<file path="config.mk">
export PLATFORM = sky130hd
export DESIGN_NAME = wdt_timer
export DESIGN_NICKNAME = d
export VERILOG_FILES = /design/src/hdl/wdt_pkg.sv /design/src/hdl/wdt_tick_gen.sv /design/src/hdl/wdt_timer.sv
export VERILOG_INCLUDE_DIRS = /design/src /design/src/hdl
export SDC_FILE = /design/constraint.sdc
export NUM_CORES = 1
export LEC_CHECK = 0
export BUFFER_PORTS_ARGS = -buffer_cell sky130_fd_sc_hd__buf_2
export CORE_ASPECT_RATIO = 1.1
export CORE_MARGIN = 1
export CORE_UTILIZATION = 55
export CTS_CLUSTER_DIAMETER = 150
export CTS_CLUSTER_SIZE = 28
export DETAILED_ROUTE_END_ITERATION = 7
export PLACE_DENSITY = 0.73
export RECOVER_POWER = 100
export SLEW_MARGIN = 25
export SYNTH_ARGS = -nofsm -noshare
export SYNTH_HDL_FRONTEND = slang
export SYNTH_HIERARCHICAL = 1
export SYNTH_SLANG_ARGS = --single-unit
</file>
<file path="constraint.sdc">
create_clock -name SYS_CLK -period 5 [get_ports SYS_CLK]
set_clock_uncertainty 0.15 [all_clocks]
set_input_delay 0 -clock SYS_CLK [delete_from_list [all_inputs] [get_ports SYS_CLK]]
set_output_delay 0 -clock SYS_CLK [all_outputs]
set_load 0.02 [all_outputs]
</file>
<file path="src/hdl/wdt_params.svh">
// Notes on behaviour
// - mode 00 turns both timers off; 01 runs the countdown, interrupt optional
// - mode 10 is watchdog to interrupt, 11 watchdog to reset; no countdown
// - bit 5 picks interrupt style: 0 level while flags set, 1 pulse on set
// - source clock select: 00 4.096 kHz, 01 64 Hz, 10 1 Hz, 11 1/60 Hz
// - period is n ticks of the selected source clock, n from 01 to ff
// - watchdog counts down from n; at 1 it sets its flag, then int or reset
// - an expired watchdog stays expired until the value register is written
// - watchdog write of nonzero n clears flag, drops output, restarts from n
// - watchdog write of zero clears flag, drops output and halts the counter
// - watchdog flag ignores writes; cleared by a value load or a flag read
// - reset pulse is 244 us at 4.096 kHz, otherwise 15.625 ms
// - countdown at 1 sets its flag, reloads n and starts the next period
// - countdown with value zero stops; no periods or flags until nonzero
// - reading the value register returns the live count, not n
// - new n takes effect at once; later reloads use the stored n
// - countdown drives interrupt only with its enable set; style per bit 5
// - countdown flag sets every period and clears only by a host write
// - first period may be up to a tick short of n, never longer
// - flag register writes AND each flag but watchdog; 0 clears, 1 keeps, sets not lost
// - flags: bit 7 min/sec, 6 watchdog, 5 stamp, 4 alarm, 3 countdown
`ifndef WDT_PARAMS_SVH
`define WDT_PARAMS_SVH

// register offsets
`define WDT_ADDR_FLAGS     8'h01
`define WDT_ADDR_TCTL      8'h10
`define WDT_ADDR_TVAL      8'h11

// timer_control fields and reset value
`define WDT_MODE_MSB       7
`define WDT_MODE_LSB       6
`define WDT_PSEL_BIT       5
`define WDT_TF_MSB         1
`define WDT_TF_LSB         0
`define WDT_TCTL_RST       8'h03
`define WDT_TVAL_RST       8'h00
`define WDT_CNT_LAST       8'h01

// flag register bits
`define WDT_MSF_BIT        7
`define WDT_WDOG_EXPIRY_FLAG_BIT       6
`define WDT_SECOND_STAMP_FLAG_BIT       5
`define WDT_AF_BIT         4
`define WDT_COUNTDOWN_EXPIRY_FLAG_BIT       3
`define WDT_COUNTDOWN_INT_ENABLE_BIT      0
`define WDT_LOW_RST        3'h0

// mode and source clock codes
`define WDT_MODE_OFF       2'h0
`define WDT_MODE_CD        2'h1
`define WDT_MODE_WD_INT    2'h2
`define WDT_MODE_WD_RST    2'h3
`define WDT_TF_4K          2'h0
`define WDT_TF_64          2'h1
`define WDT_TF_1HZ         2'h2
`define WDT_TF_MIN         2'h3

// prescaler terminal counts on the 32.768 kHz tick
`define WDT_DIV_W          15
`define WDT_DIV_4K_MASK    15'h0007
`define WDT_DIV_64_MASK    15'h01ff
`define WDT_DIV_1HZ_MASK   15'h7fff
`define WDT_SEC_LAST       6'h3b

// times in ns, converted to cycles in the top module
`define WDT_CLK_PERIOD_NS  10
`define WDT_RST_SHORT_NS   244000
`define WDT_RST_LONG_NS    15625000
`define WDT_INT_PULSE_NS   1000

`endif

</file>
<file path="src/hdl/wdt_pkg.sv">
package wdt_pkg;

  typedef logic [1:0] wdt_mode_t;
  typedef logic [1:0] wdt_tf_t;
  typedef logic [7:0] wdt_byte_t;

  // reset output sequencer
  typedef enum logic [0:0] {
    WDT_RST_IDLE,
    WDT_RST_HOLD
  } wdt_rst_state_e;

endpackage

</file>
<file path="src/hdl/wdt_tick_gen.sv">
`timescale 1ns/1ns
`default_nettype none
`include "wdt_params.svh"

module wdt_tick_gen
  import wdt_pkg::*;
(
  // clock and reset
  input  wire logic       clk,
  input  wire logic       rst,
  // 32.768 kHz oscillator enable
  input  wire logic       osc_tick,
  // source ticks, indexed by source clock code
  output logic      [3:0] tick
);

  logic [`WDT_DIV_W-1:0] div_reg;
  logic [`WDT_DIV_W-1:0] div_next;
  logic [5:0]            sec_reg;
  logic [5:0]            sec_next;
  logic [3:0]            tick_reg;
  logic [3:0]            tick_next;
  logic                  t4k;
  logic                  t64;
  logic                  t1;

  // free-running prescaler, so the first period of a run may be short
  always_comb begin
    t4k       = osc_tick && ((div_reg & `WDT_DIV_4K_MASK) == `WDT_DIV_4K_MASK);
    t64       = osc_tick && ((div_reg & `WDT_DIV_64_MASK) == `WDT_DIV_64_MASK);
    t1        = osc_tick && (div_reg == `WDT_DIV_1HZ_MASK);
    div_next  = osc_tick ? div_reg + 1'b1 : div_reg;
    sec_next  = sec_reg;
    if (t1) begin
      sec_next = (sec_reg == `WDT_SEC_LAST) ? '0 : sec_reg + 1'b1;
    end
    tick_next = '0;
    tick_next[`WDT_TF_4K] = t4k;
    tick_next[`WDT_TF_64] = t64;
    tick_next[`WDT_TF_1HZ] = t1;
    tick_next[`WDT_TF_MIN] = t1 && (sec_reg == `WDT_SEC_LAST);
  end

  always_ff @(posedge clk) begin
    if (rst) begin
      div_reg  <= '0;
      sec_reg  <= '0;
      tick_reg <= '0;
    end else begin
      div_reg  <= div_next;
      sec_reg  <= sec_next;
      tick_reg <= tick_next;
    end
  end

  assign tick = tick_reg;

endmodule

`default_nettype wire

</file>
<file path="src/hdl/wdt_timer.sv">
`timescale 1ns/1ns
`default_nettype none
`include "wdt_params.svh"

module wdt_timer
  import wdt_pkg::*;
#(
  parameter int unsigned RST_SHORT_CYC = `WDT_RST_SHORT_NS /
                                         `WDT_CLK_PERIOD_NS,
  parameter int unsigned RST_LONG_CYC  = `WDT_RST_LONG_NS / `WDT_CLK_PERIOD_NS,
  parameter int unsigned INT_PULSE_CYC = `WDT_INT_PULSE_NS /
                                         `WDT_CLK_PERIOD_NS,
  parameter int unsigned RCW           = 21
) (
  // clock and reset
  input  wire logic       SYS_CLK,
  input  wire logic       RST,
  // 32.768 kHz oscillator enable, one cycle per oscillator period
  input  wire logic       OSC_TICK,
  // register port
  input  wire logic [7:0] REG_ADDR,
  input  wire logic       REG_WR,
  input  wire logic       REG_RD,
  input  wire logic [7:0] REG_WDATA,
  output logic      [7:0] REG_RDATA,
  // flag set events from the neighbouring functions
  input  wire logic       MSF_SET,
  input  wire logic       SECOND_STAMP_FLAG_SET,
  input  wire logic       AF_SET,
  // open-drain interrupt pin
  output logic            INT_O,
  output logic            INT_OE,
  // open-drain reset pin
  output logic            WDOG_RST_O,
  output logic            WDOG_RST_OE
);

  localparam logic [RCW-1:0] RST_SHORT = RCW'(RST_SHORT_CYC);
  localparam logic [RCW-1:0] RST_LONG  = RCW'(RST_LONG_CYC);
  localparam logic [RCW-1:0] INT_PULSE = RCW'(INT_PULSE_CYC);

  // register state
  logic [7:0]     tctl_reg;
  logic [7:0]     tctl_next;
  logic [2:0]     low_reg;
  logic [2:0]     low_next;
  logic           msf_reg;
  logic           msf_next;
  logic           wdog_expiry_flag_reg;
  logic           wdog_expiry_flag_next;
  logic           second_stamp_flag_reg;
  logic           second_stamp_flag_next;
  logic           af_reg;
  logic           af_next;
  logic           countdown_expiry_flag_reg;
  logic           countdown_expiry_flag_next;
  logic           load_reg;
  logic           load_next;
  wdt_byte_t      load_val_reg;
  wdt_byte_t      load_val_next;
  wdt_byte_t      reload_reg;
  wdt_byte_t      reload_next;
  wdt_byte_t      cnt_reg;
  wdt_byte_t      cnt_next;
  wdt_byte_t      rdata_reg;
  wdt_byte_t      rdata_next;

  // output state
  wdt_rst_state_e rst_state_reg;
  wdt_rst_state_e rst_state_next;
  logic [RCW-1:0] rst_cnt_reg;
  logic [RCW-1:0] rst_cnt_next;
  logic [RCW-1:0] int_cnt_reg;
  logic [RCW-1:0] int_cnt_next;
  logic           int_oe_reg;
  logic           int_oe_next;
  logic           rst_oe_reg;
  logic           rst_oe_next;

  // decoded control
  wdt_mode_t      mode;
  wdt_tf_t        tf;
  logic           psel;
  logic           countdown_int_enable;
  logic [3:0]     ticks;
  logic           tick_sel;
  logic           running;
  logic           expire;
  logic           wd_exp;
  logic           cd_exp;
  logic           wr_flags;
  logic           wr_tctl;
  logic           wr_tval;
  logic           rd_flags;

  // source clock ticks
  wdt_tick_gen u_tick_gen (
    .clk      (SYS_CLK),
    .rst      (RST),
    .osc_tick (OSC_TICK),
    .tick     (ticks)
  );

  // field decode and access strobes
  always_comb begin
    mode     = tctl_reg[`WDT_MODE_MSB:`WDT_MODE_LSB];
    psel     = tctl_reg[`WDT_PSEL_BIT];
    tf       = tctl_reg[`WDT_TF_MSB:`WDT_TF_LSB];
    countdown_int_enable    = low_reg[`WDT_COUNTDOWN_INT_ENABLE_BIT];
    tick_sel = ticks[tf];
    wr_flags = REG_WR && (REG_ADDR == `WDT_ADDR_FLAGS);
    wr_tctl  = REG_WR && (REG_ADDR == `WDT_ADDR_TCTL);
    wr_tval  = REG_WR && (REG_ADDR == `WDT_ADDR_TVAL);
    rd_flags = REG_RD && (REG_ADDR == `WDT_ADDR_FLAGS);
    // mode 00 stops both timers; a zero count is halted too
    running  = (mode != `WDT_MODE_OFF) && (cnt_reg != '0);
    // a pending load wins over a tick in the same cycle
    expire   = tick_sel && running && !load_reg && (cnt_reg == `WDT_CNT_LAST);
    wd_exp   = expire && mode[1];
    cd_exp   = expire && (mode == `WDT_MODE_CD);
  end

  // registers, counter and flags
  always_comb begin
    tctl_next     = tctl_reg;
    low_next      = low_reg;
    load_next     = 1'b0;
    load_val_next = load_val_reg;
    reload_next   = reload_reg;
    cnt_next      = cnt_reg;
    rdata_next    = rdata_reg;
    if (wr_tctl) begin
      // unused bits 4:2 are not stored and read back as zero
      tctl_next = REG_WDATA & `WDT_TCTL_RST;
      tctl_next[`WDT_MODE_MSB:`WDT_MODE_LSB] =
        REG_WDATA[`WDT_MODE_MSB:`WDT_MODE_LSB];
      tctl_next[`WDT_PSEL_BIT] = REG_WDATA[`WDT_PSEL_BIT];
    end
    if (wr_flags) begin
      low_next = REG_WDATA[2:0];
    end
    // a value write is captured, then applied as one load the next cycle
    if (wr_tval) begin
      load_next     = 1'b1;
      load_val_next = REG_WDATA;
    end
    if (load_reg) begin
      // takes effect at once, even mid-period; reload uses the new n
      cnt_next    = load_val_reg;
      reload_next = load_val_reg;
    end else if (tick_sel && running) begin
      if (cnt_reg == `WDT_CNT_LAST) begin
        // watchdog parks at zero, the countdown starts over
        cnt_next = (mode == `WDT_MODE_CD) ? reload_reg : '0;
      end else begin
        cnt_next = cnt_reg - 8'h01;
      end
    end
    // flags: a set in the same cycle as a clear always survives
    msf_next  = (msf_reg & ~(wr_flags & ~REG_WDATA[`WDT_MSF_BIT]))
                | MSF_SET;
    second_stamp_flag_next = (second_stamp_flag_reg & ~(wr_flags & ~REG_WDATA[`WDT_SECOND_STAMP_FLAG_BIT]))
                | SECOND_STAMP_FLAG_SET;
    af_next   = (af_reg & ~(wr_flags & ~REG_WDATA[`WDT_AF_BIT]))
                | AF_SET;
    countdown_expiry_flag_next = (countdown_expiry_flag_reg & ~(wr_flags & ~REG_WDATA[`WDT_COUNTDOWN_EXPIRY_FLAG_BIT]))
                | cd_exp;
    // watchdog flag ignores the written bit entirely
    wdog_expiry_flag_next = (wdog_expiry_flag_reg & ~load_reg & ~rd_flags) | wd_exp;
    // read data is sampled from the current state
    if (REG_RD) begin
      case (REG_ADDR)
        `WDT_ADDR_FLAGS: begin
          rdata_next = {msf_reg, wdog_expiry_flag_reg, second_stamp_flag_reg, af_reg, countdown_expiry_flag_reg,
                        low_reg};
        end
        `WDT_ADDR_TCTL: begin
          rdata_next = tctl_reg;
        end
        `WDT_ADDR_TVAL: begin
          rdata_next = cnt_reg;
        end
        default: begin
          rdata_next = '0;
        end
      endcase
    end
  end

  always_ff @(posedge SYS_CLK) begin
    if (RST) begin
      tctl_reg     <= `WDT_TCTL_RST;
      low_reg      <= `WDT_LOW_RST;
      msf_reg      <= 1'b0;
      wdog_expiry_flag_reg     <= 1'b0;
      second_stamp_flag_reg     <= 1'b0;
      af_reg       <= 1'b0;
      countdown_expiry_flag_reg     <= 1'b0;
      load_reg     <= 1'b0;
      load_val_reg <= `WDT_TVAL_RST;
      reload_reg   <= `WDT_TVAL_RST;
      cnt_reg      <= `WDT_TVAL_RST;
      rdata_reg    <= '0;
    end else begin
      tctl_reg     <= tctl_next;
      low_reg      <= low_next;
      msf_reg      <= msf_next;
      wdog_expiry_flag_reg     <= wdog_expiry_flag_next;
      second_stamp_flag_reg     <= second_stamp_flag_next;
      af_reg       <= af_next;
      countdown_expiry_flag_reg     <= countdown_expiry_flag_next;
      load_reg     <= load_next;
      load_val_reg <= load_val_next;
      reload_reg   <= reload_next;
      cnt_reg      <= cnt_next;
      rdata_reg    <= rdata_next;
    end
  end

  // interrupt and reset pin drivers
  always_comb begin
    rst_state_next = rst_state_reg;
    rst_cnt_next   = rst_cnt_reg;
    int_cnt_next   = int_cnt_reg;
    // pulse style: restart the pulse on a fresh min/sec flag set or an enabled countdown expiry
    if ((MSF_SET && !msf_reg) || (cd_exp && countdown_int_enable)) begin
      int_cnt_next = INT_PULSE;
    end else if (int_cnt_reg != '0) begin
      int_cnt_next = int_cnt_reg - 1'b1;
    end
    // level style follows the flags; watchdog interrupt is always a level
    if (psel) begin
      int_oe_next = (int_cnt_reg != '0);
    end else begin
      int_oe_next = msf_reg
                    | (countdown_expiry_flag_reg & countdown_int_enable & (mode == `WDT_MODE_CD));
    end
    if (wdog_expiry_flag_reg && (mode == `WDT_MODE_WD_INT)) begin
      int_oe_next = 1'b1;
    end
    case (rst_state_reg)
      WDT_RST_IDLE: begin
        if (wd_exp && (mode == `WDT_MODE_WD_RST)) begin
          rst_state_next = WDT_RST_HOLD;
          // width depends on the source clock in use
          rst_cnt_next = (tf == `WDT_TF_4K) ? RST_SHORT : RST_LONG;
        end
      end
      WDT_RST_HOLD: begin
        // a load ends the pulse early so the host can release itself
        if (load_reg || (rst_cnt_reg <= RCW'(1))) begin
          rst_state_next = WDT_RST_IDLE;
          rst_cnt_next   = '0;
        end else begin
          rst_cnt_next = rst_cnt_reg - 1'b1;
        end
      end
      default: begin
        rst_state_next = WDT_RST_IDLE;
        rst_cnt_next   = '0;
      end
    endcase
    rst_oe_next = (rst_state_next == WDT_RST_HOLD);
  end

  always_ff @(posedge SYS_CLK) begin
    if (RST) begin
      rst_state_reg <= WDT_RST_IDLE;
      rst_cnt_reg   <= '0;
      int_cnt_reg   <= '0;
      int_oe_reg    <= 1'b0;
      rst_oe_reg    <= 1'b0;
    end else begin
      rst_state_reg <= rst_state_next;
      rst_cnt_reg   <= rst_cnt_next;
      int_cnt_reg   <= int_cnt_next;
      int_oe_reg    <= int_oe_next;
      rst_oe_reg    <= rst_oe_next;
    end
  end

  // open-drain pins only ever pull low
  assign INT_O       = 1'b0;
  assign WDOG_RST_O  = 1'b0;
  assign INT_OE      = int_oe_reg;
  assign WDOG_RST_OE = rst_oe_reg;
  assign REG_RDATA   = rdata_reg;

endmodule

`default_nettype wire

</file>
# Yosys cells after proc, flatten, opt, wreduce, memory -nomap -nowiden
# Cells that the tools add are included.
# classes
addsub	5
multipliers	0
n_div	0
magnitude_cmp	2
eq_ne	12
n_shift	0
n_mux	20
bitwise_logic	29
reduce_logical	29
# ops
operator	count
21-bit two-way mux	3
21-bit one-hot mux with 2 select lines	1
21-bit by 1-bit subtractor with 21-bit output, second input constant	2
8-bit two-way mux	4
8-bit one-hot mux with 3 select lines	1
21-bit by 1-bit less-or-equal comparator with 1-bit output, second input constant	1
21-bit nonzero test	1
1-bit logical AND	18
8-bit by 1-bit equality test with 1-bit output, second input constant	2
8-bit by 5-bit equality test with 1-bit output, second input constant	2
15-bit by 1-bit adder with 15-bit output, second input constant	1
15-bit equality test, second input constant	1
7-bit two-way mux	2
1-bit bitwise AND	12
1-bit NOT	11
9-bit equality test, second input constant	1
8-bit nonzero test	1
8-bit by 1-bit subtractor with 8-bit output, second input constant	1
6-bit by 1-bit adder with 6-bit output, second input constant	1
6-bit equality test, second input constant	1
1-bit two-way mux	6
6-bit two-way mux	1
1-bit bitwise OR	6
2-bit nonzero test	3
other kinds (11)	14
# word_totals
regBits	115
latchBits	0
mem_bits_rw	0
mem_bits_ro	0
input_bits	24
output_inout_bits	12
wordCells	117
n_memories	0

# Longest topological paths before layout
# Gate-level depths: netlist of the first run.
# logic_depth
word_depth	9
mapped_depth	10
mapped_depth_nobuf	7

# Modules after synthesis
# The synthesis of the first run kept the hierarchy.
# modules_own_cells
mod	n_inst	cells_each	area_each_um2
wdt_timer	1	541	4570.6
wdt_tick_gen	1	130	1177.4

# Worst setup path after synthesis of the first run
# No wires, ideal clock.
# synth_timing
path_kind	reg-to-reg
startpoint	register tctl_reg[0]
endpoint	register int_cnt_reg[3]
arrival_ns	1.913
t_required_ns	4.785
setup_slack_ns	2.872
path_stages_with_launch	9
n_path_buf	3
synth_period_minus_slack_ns	2.128
cell_sequence	dfxtp_1 -> mux4_2 -> and4_1 -> buf_2 -> a2bb2oi_4 -> nand2b_1 -> buf_2 -> buf_6 -> nor2_1
# synth_via
elab_chain_len	9
# synth_lines
item	line	source
from (decl)	wdt_timer.sv:43	logic [7:0] tctl_reg;
from (signal assigned)	wdt_timer.sv:192	tctl_reg <= `WDT_TCTL_RST;
from (signal assigned)	wdt_timer.sv:205	tctl_reg <= tctl_next;
1-bit binary-select mux with 2-bit select	wdt_timer.sv:110	tick_sel = ticks[tf];
1-bit two-way mux (not written as such)	wdt_timer.sv:110	
1-bit logical AND (3 in series)	wdt_timer.sv:118	expire = tick_sel && running && !load_reg && (cnt_reg == `WDT_CNT_LAST);
1-bit logical AND	wdt_timer.sv:120	cd_exp = expire && (mode == `WDT_MODE_CD);
1-bit logical AND	wdt_timer.sv:226	if ((MSF_SET && !msf_reg) || (cd_exp && countdown_int_enable)) begin
1-bit logical OR	wdt_timer.sv:226	
2-bit OR reduction (no source line)	--	
to (signal assigned)	wdt_timer.sv:276	int_cnt_reg <= int_cnt_next;
to (decl)	wdt_timer.sv:73	logic [RCW-1:0] int_cnt_reg;
# Every way passes these cells. The select of a mux whose other input is x is not followed.
# A chain may end at the register's enable or synchronous reset.

# Final worst setup path of the first run
# layout_timing
startpoint	input RST
endpoint	register af_reg
# layout_rtl
item	line	source
from (decl)	wdt_timer.sv:17	input wire logic RST,
to (signal assigned)	wdt_timer.sv:210	af_reg <= af_next;
to (decl)	wdt_timer.sv:53	logic af_reg;
# No word-level cell between the ends.

==> results.cfg, run 1 <==
[status]
status = finished, violations left
violations = max-capacitance violations, max-slew violations

[global_routing]
antenna_found_initial = 1
grt_use_met2 = 0.449
grt_use_total = 0.277
met1_usage = 0.342
grt-ovfl-total = 0
grtUsageMet3 = 0.0763
grt_pass1_vias = 4924
grt_max_degree = 67
grt_pass1_wl_mm = 23.6
grt_busiest_layer = met2

[drt]
drcViolationCount = 0
ant_nets = 0
firstDrtPassIters = 4
wirelength_mm = 14.2
wire_per_inst_um = 16.2
via_per_inst = 5.94
num_vias = 5182
drt_iter0_markers = 244

[timing]
setup_tns_ns = 0
slew_headroom = -0.00868
max_freq_ghz = 0.348
hold_viol = 0
setup_viol = 0
max_slew.worst_pin.slew_ns = 1.51
rsz0062_at_grt = no
min_period_over_period = 0.575
period_needed_ns = 2.87
maxSlewViolCount = 36

[pwr]
p_per_area_nw_per_um2 = 423
p_comb_frac = 0.211
leakage_nw = 2.62
irDropWorstVdd_mv = 0.266
clockPowerShare = 0.425
internal_power_mw = 2.02
p_sw_frac = 0.296
switchingPower_uw = 852
seq_power_share = 0.364

[floorplan]
die_width_um = 99.5
start_util = 0.573
std_cell_rows = 38
fp.dieH_um = 109
io_pins = 36
core_area_sq_um = 10000
die-area_sq_um = 10900

[cells_and_area]
syn2layout_area_growth_pct = 18.1
drive_gt1_frac = 0.104
final_cell_area_sq_um = 6790
fin_nets = 753
mostFrequentLayoutCells = dfxtp_1, nor2_1, a21oi_1, nand2_1
final_common_cell = dfxtp_1

[worst_setup_path]
cp_max_fo = 66
path_delay_family = buffers and inverters
crit_path_top_delay_cell = clkbuf_1
cp-end-kind = flop
r2r_cells = 5
reg2reg_from = cnt_reg[2]$_SDFFE_PP0P_
path_cells = dlygate4sd3_1 > clkbuf_1 > buf_4 > a21oi_1 > dlygate4sd3_1
reg2reg_to = int_cnt_reg[4]$_SDFFE_PP0P_
path_class = input pin to flop
rrSetupSlack_ns = 2.20
crit_top_cell = dlygate4sd3_1
worst_path_largest_cell_delay_ns = 1.09
crit_buf_inv = 4
worstPathArrival_ns = 3.13
crit_required_ns = 5.26
cp-start-kind = input pin

[clock_tree]
root_buffer = clkbuf_8
insertion_delay_ns = 0.53
cts_setup_buffers = 0
tritoncts = built
numCtsBuffers = 17
clk_pin_slew_worst_paths_ns = 0.05
htreeDepth = 4
cts_buffer_depth = 2
clock_sinks = 115

[yosys]
ys_types = 75
synth_edf_count = 0
synth_seq_cells = 115
synth.avg_cell_area_sq_um = 8.57
async_flop_share = 0
yosysSeqAreaShare = 0.401
yosys_warnings = 6
syn-instance-count = 671
ys.flop_type = dfxtp_1
netlist.area_leader.share = 0.401
synthTopCellsByArea = dfxtp_1, nor2_1, mux2i_1
synth_area_sq_um = 5750
synth.largest_area_cell = dfxtp_1

[placed_design]
gp_congestion = 0.858
dp_hpwl_mm = 8.75
place_area_sq_um = 5940
portBuffers = 33

[worst_hold_path]
holdPathStages = 4
min_to = load_val_reg[2]$_SDFFE_PP0P_
hold_path_startpoint = REG_WDATA[2]
hold_path.class = input pin to flop

[job]
maxCapViolCount = 1
==> metrics by stage <==
stage	power [mW]	utilization	hold WS [ns]	setup WS, ns	std cells
final	2.87	0.677	0.149	2.13	873
after global routing	3.01	0.677	0.142	1.92	873
after CTS	2.90	0.681	0.104	2.27	872
after detailed placement	1.65	0.592	0.0990	2.29	811
after global placement	1.62	0.592	0.0858	2.39	811
after floorplan	1.52	-	-0.0490	2.87	672
==> power by group through the flow <==
stage / sequential (mW) / combinational (mW) / clock (mW)
3_5_place_dp: 1.06 / 0.584 / 0
5_1_grt: 1.05 / 0.675 / 1.28
3_3_place_gp: 1.06 / 0.563 / 0
6_report: 1.05 / 0.606 / 1.22
2_1_floorplan: 1.05 / 0.474 / 0
4_1_cts: 1.04 / 0.621 / 1.24
==> layer usage <==
layer	share of wire	routed length (um)
met1	0.44	6260
met2	0.48	6770
met3	0.054	771
met4	0.025	357
met5	0	0
==> what timing repair did <==
| item | in CTS | in global routing |
|---|---|---|
| gates resized for setup | 0 | 0 |
| hold endpoints to repair | 60 | 0 |
| hold buffers | 29 | 0 |
| setup endpoints to repair | 0 | 0 |
==> cell usage after synthesis (all sizes together), types with 6 or more instances <==
master    n
dfxtp   115
nor2     83
a21oi    47
nand2    47
mux2i    29
o21ai    24
inv      23
xnor2    20
buf      18
clkbuf   18
nand3    18
nor4     18
nor3     16
or3      15
nand4    14
a31oi    13
a22oi    11
or4      11
ha       10
o22ai     9
o31ai     9
a211oi    8
and3      7
nand2b    7
and2      6
mux2      6
nor2b     6
==> kinds of logic (layout without fill, tap and decap cells) <==
kind of cell	count (synthesis)	after routing	synth area share
compound gates	162	162	0.187
xor+xnor	22	22	0.0335
fa+ha+maj	10	10	0.0218
buf+inv	59	119	0.0442
flops	115	115	0.401
mux	36	36	0.0662
other cells	1	3	0.000652
simple gates	266	266	0.246
==> how the worst max path moves through the flow <==
stage | from | end | slack, ns | cells after the start
after detailed placement | cnt_reg[1]$_SDFFE_PP0P_ | rst_cnt_reg[15]$_SDFFE_PP0P_ | 2.29 | 7
after global routing | RST | af_reg$_SDFF_PP0_ | 1.92 | 5
after floorplan | tctl_reg[0]$_SDFFE_PP1P_ | int_cnt_reg[3]$_SDFFE_PP0P_ | 2.87 | 8
after global placement | cnt_reg[1]$_SDFFE_PP0P_ | rst_cnt_reg[15]$_SDFFE_PP0P_ | 2.39 | 7
final | RST | af_reg$_SDFF_PP0_ | 2.13 | 5
after CTS | cnt_reg[1]$_SDFFE_PP0P_ | rst_cnt_reg[17]$_SDFFE_PP0P_ | 2.27 | 7
==> layout make-up <==
type | count | area, sq um
fill | 795 | 3240
multi-input combinational | 498 | 3170
sequential | 115 | 2300
clock buffer | 23 | 477
timing repair buffer | 64 | 453
tap | 140 | 175
clock inverter | 9 | 126
inverter | 23 | 86.3
antenna | 1 | 2.50
==> tightest hold or removal path, delay by kind of cell <==
kind                   cells  cell delay [ns]
buffers and inverters      2             0.63
AND/OR/NAND/NOR            1             0.09
multiplexers               1             0.06
(Power assumes the default switching activity.)
==> inputs of run 2 (changes only) <==
--- a/config.mk
+++ b/config.mk
@@ -6,6 +6,7 @@
 export SDC_FILE = /design/constraint.sdc
 export NUM_CORES = 1
 export LEC_CHECK = 0
+export ABC_AREA = 1
 export BUFFER_PORTS_ARGS = -buffer_cell sky130_fd_sc_hd__buf_2
 export CORE_ASPECT_RATIO = 1.1
 export CORE_MARGIN = 1
==> constraint.sdc (replaced) <==
create_clock -name SYS_CLK -period 2.9 [get_ports SYS_CLK]
set_clock_uncertainty 0.15 [all_clocks]
set_input_delay 0 -clock SYS_CLK [delete_from_list [all_inputs] [get_ports SYS_CLK]]
set_output_delay 0 -clock SYS_CLK [all_outputs]
set_load 0.02 [all_outputs]
==> results.cfg, run 2 <==
[pwr]
p_total_mw = 5.04
internal_power_mw = 3.52
p_comb_frac = 0.216
clockPowerShare = 0.425
p_per_area_nw_per_um2 = 696
seq_power_share = 0.358
irDropWorstVdd_mv = 0.948
p_sw_frac = 0.300
leakage_nw = 3.29
switchingPower_mw = 1.51

[cells_and_area]
register_area_sq_um = 2300
final_common_cell = nand2_1
n_antenna_cell = 0
drive_gt1_frac = 0.0937
n_fill_cell = 986
utilization = 0.667
fin_nets = 1014
multiInputGateArea_sq_um = 3330
mostFrequentLayoutCells = nand2_1, nor2_1, dfxtp_1
final_cell_area_sq_um = 7240
syn2layout_area_growth_pct = 18.3

[placed_design]
place_area_sq_um = 6390
gp_congestion = 0.908
portBuffers = 33
dp_hpwl_mm = 9.97

[yosys]
syn-instance-count = 916
ys.flop_type = dfxtp_1
synth.avg_cell_area_sq_um = 6.68
synthTopCellsByCount = nand2_1, nor2_1, dfxtp_1
ys_types = 40
synth_edf_count = 0
synth_area_sq_um = 6120
yosysMostFrequentCell = nand2_1
synthTopCellsByArea = dfxtp_1, nand2_1, nor2_1
muxShareOfSynthArea = 0
async_flop_share = 0
yosysSeqAreaShare = 0.376
synth_top_family_by_area = simple AND/OR/NAND/NOR gates
synth-xor-area-share = 0.0515
netlist.area_leader.share = 0.376
synth_compound_area_frac = 0.0938
synth.largest_area_cell = dfxtp_1
synth-simple-area-share = 0.383
yosys_warnings = 6
synth_seq_cells = 115
synthAdderAreaFrac = 0.0204

[worst_setup_path]
rrSetupSlack_ns = 0.64
worstPathArrival_ns = 2.70
crit_path_top_delay_cell = dlygate4sd3_1
reg2reg_from = cnt_reg[0]$_SDFFE_PP0P_
path_delay_family = buffers and inverters
cp-end-kind = flop
reg2reg_to = int_cnt_reg[18]$_SDFFE_PP0P_
crit_buf_inv = 5
crit_top_cell = dlygate4sd3_1
cp_num_cells = 9
cp-start-kind = input pin
cp_max_fo = 9
r2r_cells = 10
path_cells = dlygate4sd3_1 > clkbuf_1 > nand2_1 > dlygate4sd3_1 > nor3_4 > buf_4 > nand3_1 > dlygate4sd3_1 > a21oi_1
startpoint = REG_ADDR[4]
path_class = input pin to flop
worst_path_largest_cell_delay_ns = 0.61
crit_required_ns = 3.08

[floorplan]
die-area_sq_um = 11600
core_area_sq_um = 10900
die_width_um = 103
fp.dieH_um = 113
start_util = 0.563
std_cell_rows = 40
io_pins = 36

[timing]
period_needed_ns = 2.53
min_period_over_period = 0.871
max_slew.worst_pin.slew_ns = 1.18
slew_headroom = 0.212
setup_tns_ns = 0
maxSlewViolCount = 0
rsz0062_at_grt = no
max_freq_ghz = 0.396
setup_viol = 0
hold_viol = 0

[drt]
ant_nets = 0
drt_iter0_markers = 312
drcViolationCount = 0
num_vias = 5826
wirelength_mm = 15.1
via_per_inst = 5.11
firstDrtPassIters = 5
wire_per_inst_um = 13.2

[global_routing]
grt-ovfl-total = 0
grt_max_degree = 51
antenna_found_initial = 0
grt_pass1_vias = 5441
grt_pass1_wl_mm = 25.2
grt_use_total = 0.281

[clock_tree]
numCtsBuffers = 17
cts_resized = 0
clk_pin_slew_worst_paths_ns = 0.05
cts_setup_buffers = 0
cts_buffer_depth = 2
tritoncts = built
insertion_delay_ns = 0.42
htreeDepth = 4
clock_sinks = 115
root_buffer = clkbuf_16

[worst_hold_path]
holdPathStages = 6
hold_path_startpoint = REG_ADDR[3]
min_to = load_val_reg[6]$_SDFFE_PP0P_
hold_path.class = input pin to flop

[status]
status = finished, final reports clean

[job]
maxCapViolCount = 0
[run 2: cell families (layout without fill, tap and decap cells)]
group                    after synthesis  in the layout
AND/OR/NAND/NOR                      531            531
flip-flops                           115            115
buffers and inverters                112            188
AO/OA/AOI/OAI                        111            111
XOR/XNOR                              36             36
adder cells (fa/ha/maj)               10             10
other                                  1              2
[run 2: worst max path at each step]
stage	to
finish	load_val_reg[5]$_SDFFE_PP0P_
detailed placement	int_cnt_reg[6]$_SDFFE_PP0P_
CTS	load_val_reg[5]$_SDFFE_PP0P_
floorplan	int_cnt_reg[16]$_SDFFE_PP0P_
global placement	int_cnt_reg[6]$_SDFFE_PP0P_
global route	tctl_reg[1]$_SDFFE_PP1P_
[run 2: power by group through the flow]
stage	combinational [mW]	clock [mW]	sequential [mW]
2_1_floorplan	0.873	0	1.81
3_3_place_gp	1.03	0	1.84
3_5_place_dp	1.04	0	1.83
4_1_cts	1.08	2.16	1.80
5_1_grt	1.25	2.24	1.82
6_report	1.09	2.14	1.80
[run 2: per-stage QoR]
stage	cells	hold WS, ns	setup slack, ns
after floorplan	917	-0.0196	1.17
after global placement	1079	0.0939	0.768
after detailed placement	1079	0.102	0.705
after CTS	1140	0.00617	0.489
after global routing	1140	0.0675	0.202
final	1140	0.0119	0.373
[run 2: repair_timing]
item,4_1_cts,5_1_grt
endpoints found under the hold margin,58,0
hold buffers,29,0
endpoints found under the setup margin,0,0
[run 2: layout make-up]
cell class,count,share of cell area
well taps,147,0.0254
flip-flops and latches,115,0.318
multi-input cells,690,0.460
clock inverters,12,0.0214
inverters,88,0.0456
repair buffers,68,0.0667
clock buffers,20,0.0631
[run 2: per-layer routing]
layer / global-route usage / vias up / wire length, um
met1: 0.353 / 2609 / 6840
met5: 0 / - / 0
met4: 0.120 / 0 / 333
met2: 0.462 / 150 / 7170
li1: - / 3037 / -
met3: 0.0554 / 30 / 715
[run 2: tightest hold or removal path, cell delays in order]
cell,delay [ns]
buf_2,0.07
nor2_1,0.03
nand2_1,0.13
nor3_4,0.10
nand3_1,0.11
a21oi_1,0.07
==> inputs of run 3 (changes only) <==
==> constraint.sdc (replaced) <==
create_clock -name SYS_CLK -period 2.7 [get_ports SYS_CLK]
set_clock_uncertainty 0.15 [all_clocks]
set_input_delay 0 -clock SYS_CLK [delete_from_list [all_inputs] [get_ports SYS_CLK]]
set_output_delay 0 -clock SYS_CLK [all_outputs]
set_load 0.02 [all_outputs]
==> results.cfg, run 3 (synthesis gave the netlist of run 2 again) <==
[worst_hold_path]
hold_path.class = input pin to flop
holdPathStages = 7

[worst_setup_path]
worstPathArrival_ns = 2.75
crit_top_cell = dlygate4sd3_1
cp-start-kind = input pin
worst_path_largest_cell_delay_ns = 0.57
crit_path_top_delay_cell = dlygate4sd3_1
cp-end-kind = flop
r2r_cells = 10
crit_required_ns = 2.91
path_class = input pin to flop
path_cells = dlygate4sd3_1 > buf_2 > inv_1 > nor3_4 > buf_4 > nand3_1 > dlygate4sd3_1 > a21oi_1 > dlygate4sd3_1
cp_max_fo = 12

[timing]
max_freq_ghz = 0.393
fin_ws_ns = 0.158
hold_viol = 0
slew_headroom = 0.363
setup_tns_ns = 0
rsz0062_at_grt = no
period_needed_ns = 2.54
min_period_over_period = 0.941
max_slew.worst_pin.slew_ns = 0.948
setup_viol = 0
maxSlewViolCount = 0

[clock_tree]
cts_setup_buffers = 0
tritoncts = built
insertion_delay_ns = 0.42
root_buffer = clkbuf_16
htreeDepth = 4
numCtsBuffers = 17
cts_buffer_depth = 2
clock_sinks = 115
clk_pin_slew_worst_paths_ns = 0.05

[placed_design]
portBuffers = 33
place_ws_ns = 0.512
dp_hpwl_mm = 10.1
gp_congestion = 0.893
place_area_sq_um = 6400

[drt]
firstDrtPassIters = 7
wire_per_inst_um = 13.3
wirelength_mm = 15.1
drcViolationCount = 0
drt_iter0_markers = 350
via_per_inst = 5.21
ant_nets = 0
num_vias = 5922

[floorplan]
fp.dieH_um = 113
die-area_sq_um = 11600
start_util = 0.563
io_pins = 36
die_width_um = 103
std_cell_rows = 40
core_area_sq_um = 10900

[cells_and_area]
fin_nets = 1011
n_antenna_cell = 0
mostFrequentLayoutCells = nand2_1, nor2_1, dfxtp_1
final_cell_area_sq_um = 7270
drive_gt1_frac = 0.0949
final_common_cell = nand2_1
n_fill_cell = 993
syn2layout_area_growth_pct = 18.8

[pwr]
leakage_nw = 3.32
irDropWorstVdd_mv = 0.803
p_per_area_nw_per_um2 = 783

[global_routing]
grt-ovfl-total = 0
grt_pass1_wl_mm = 25.3
antenna_found_initial = 0
grt_pass1_vias = 5454
grt_use_total = 0.281
grt_max_degree = 33

[status]
status = finished, final reports clean

[job]
maxCapViolCount = 0
run 3: cell count changes in the layout (fill, tap and decap cells not counted), sizes merged:
cell	previous run	this run
inv	88	87
clkinvlp	5	3
buf	26	29
bufinv	3	6
dlygate4sd3	29	25
clkinv	4	5
clkbuf	33	30
run 3: per-stage QoR:
step	power, mW	cells	utilization	hold WS [ns]
2_1_floorplan	2.88	917	-	-0.0196
3_3_place_gp	3.09	1080	0.590	0.0911
3_5_place_dp	3.09	1080	0.590	0.0929
4_1_cts	5.71	1137	0.675	0.0240
5_1_grt	5.98	1137	0.670	0.0943
6_report	5.70	1137	0.670	0.0157
run 3: timing repair:
| action | 4_1_cts | 5_1_grt |
|---|---|---|
| resized for setup | 0 | 0 |
| endpoints found under the hold margin | 50 | 0 |
| hold buffers | 25 | 0 |
run 3: worst paths after layout:
path                                startpoint                            to  slack (ns)
setup / recovery                   REG_ADDR[0]  load_val_reg[2]$_SDFFE_PP0P_        0.16
hold / removal                     REG_ADDR[4]     REG_RDATA[4]$_SDFFE_PP0P_        0.02
setup reg to reg       cnt_reg[0]$_SDFFE_PP0P_  int_cnt_reg[11]$_SDFFE_PP0P_        0.47
hold reg to reg   int_cnt_reg[20]$_SDFFE_PP0P_  int_cnt_reg[20]$_SDFFE_PP0P_        0.30
run 3: area by class of cell:
| type | count | area [sq um] | area share |
|---|---|---|---|
| timing repair buffer | 65 | 452 | 0.0621 |
| clock inverter | 13 | 230 | 0.0317 |
| clock buffer | 19 | 453 | 0.0623 |
| inverter | 88 | 330 | 0.0454 |
| sequential | 115 | 2300 | 0.317 |
| multi-input combinational | 690 | 3320 | 0.457 |
| tap | 147 | 184 | 0.0253 |
run 3: critical path, delay by kind of cell:
family	cells	cell delay (ns)
AO/OA/AOI/OAI	1	0.16
AND/OR/NAND/NOR	2	0.54
buffers and inverters	6	2.05
run 3: layer usage:
| metal | vias up | share of wire | global-route usage |
|---|---|---|---|
| li1 | 3034 | - | - |
| met1 | 2675 | 0.44 | 0.346 |
| met2 | 177 | 0.48 | 0.456 |
| met3 | 36 | 0.050 | 0.0660 |
| met4 | 0 | 0.024 | 0.131 |
| met5 | - | 0 | 0 |
run 3: power breakdown:
group	internal (mW)	switching [mW]
Sequential	1.82	0.119
Clock	1.78	0.806
Combinational	0.460	0.712
Total	4.06	1.64
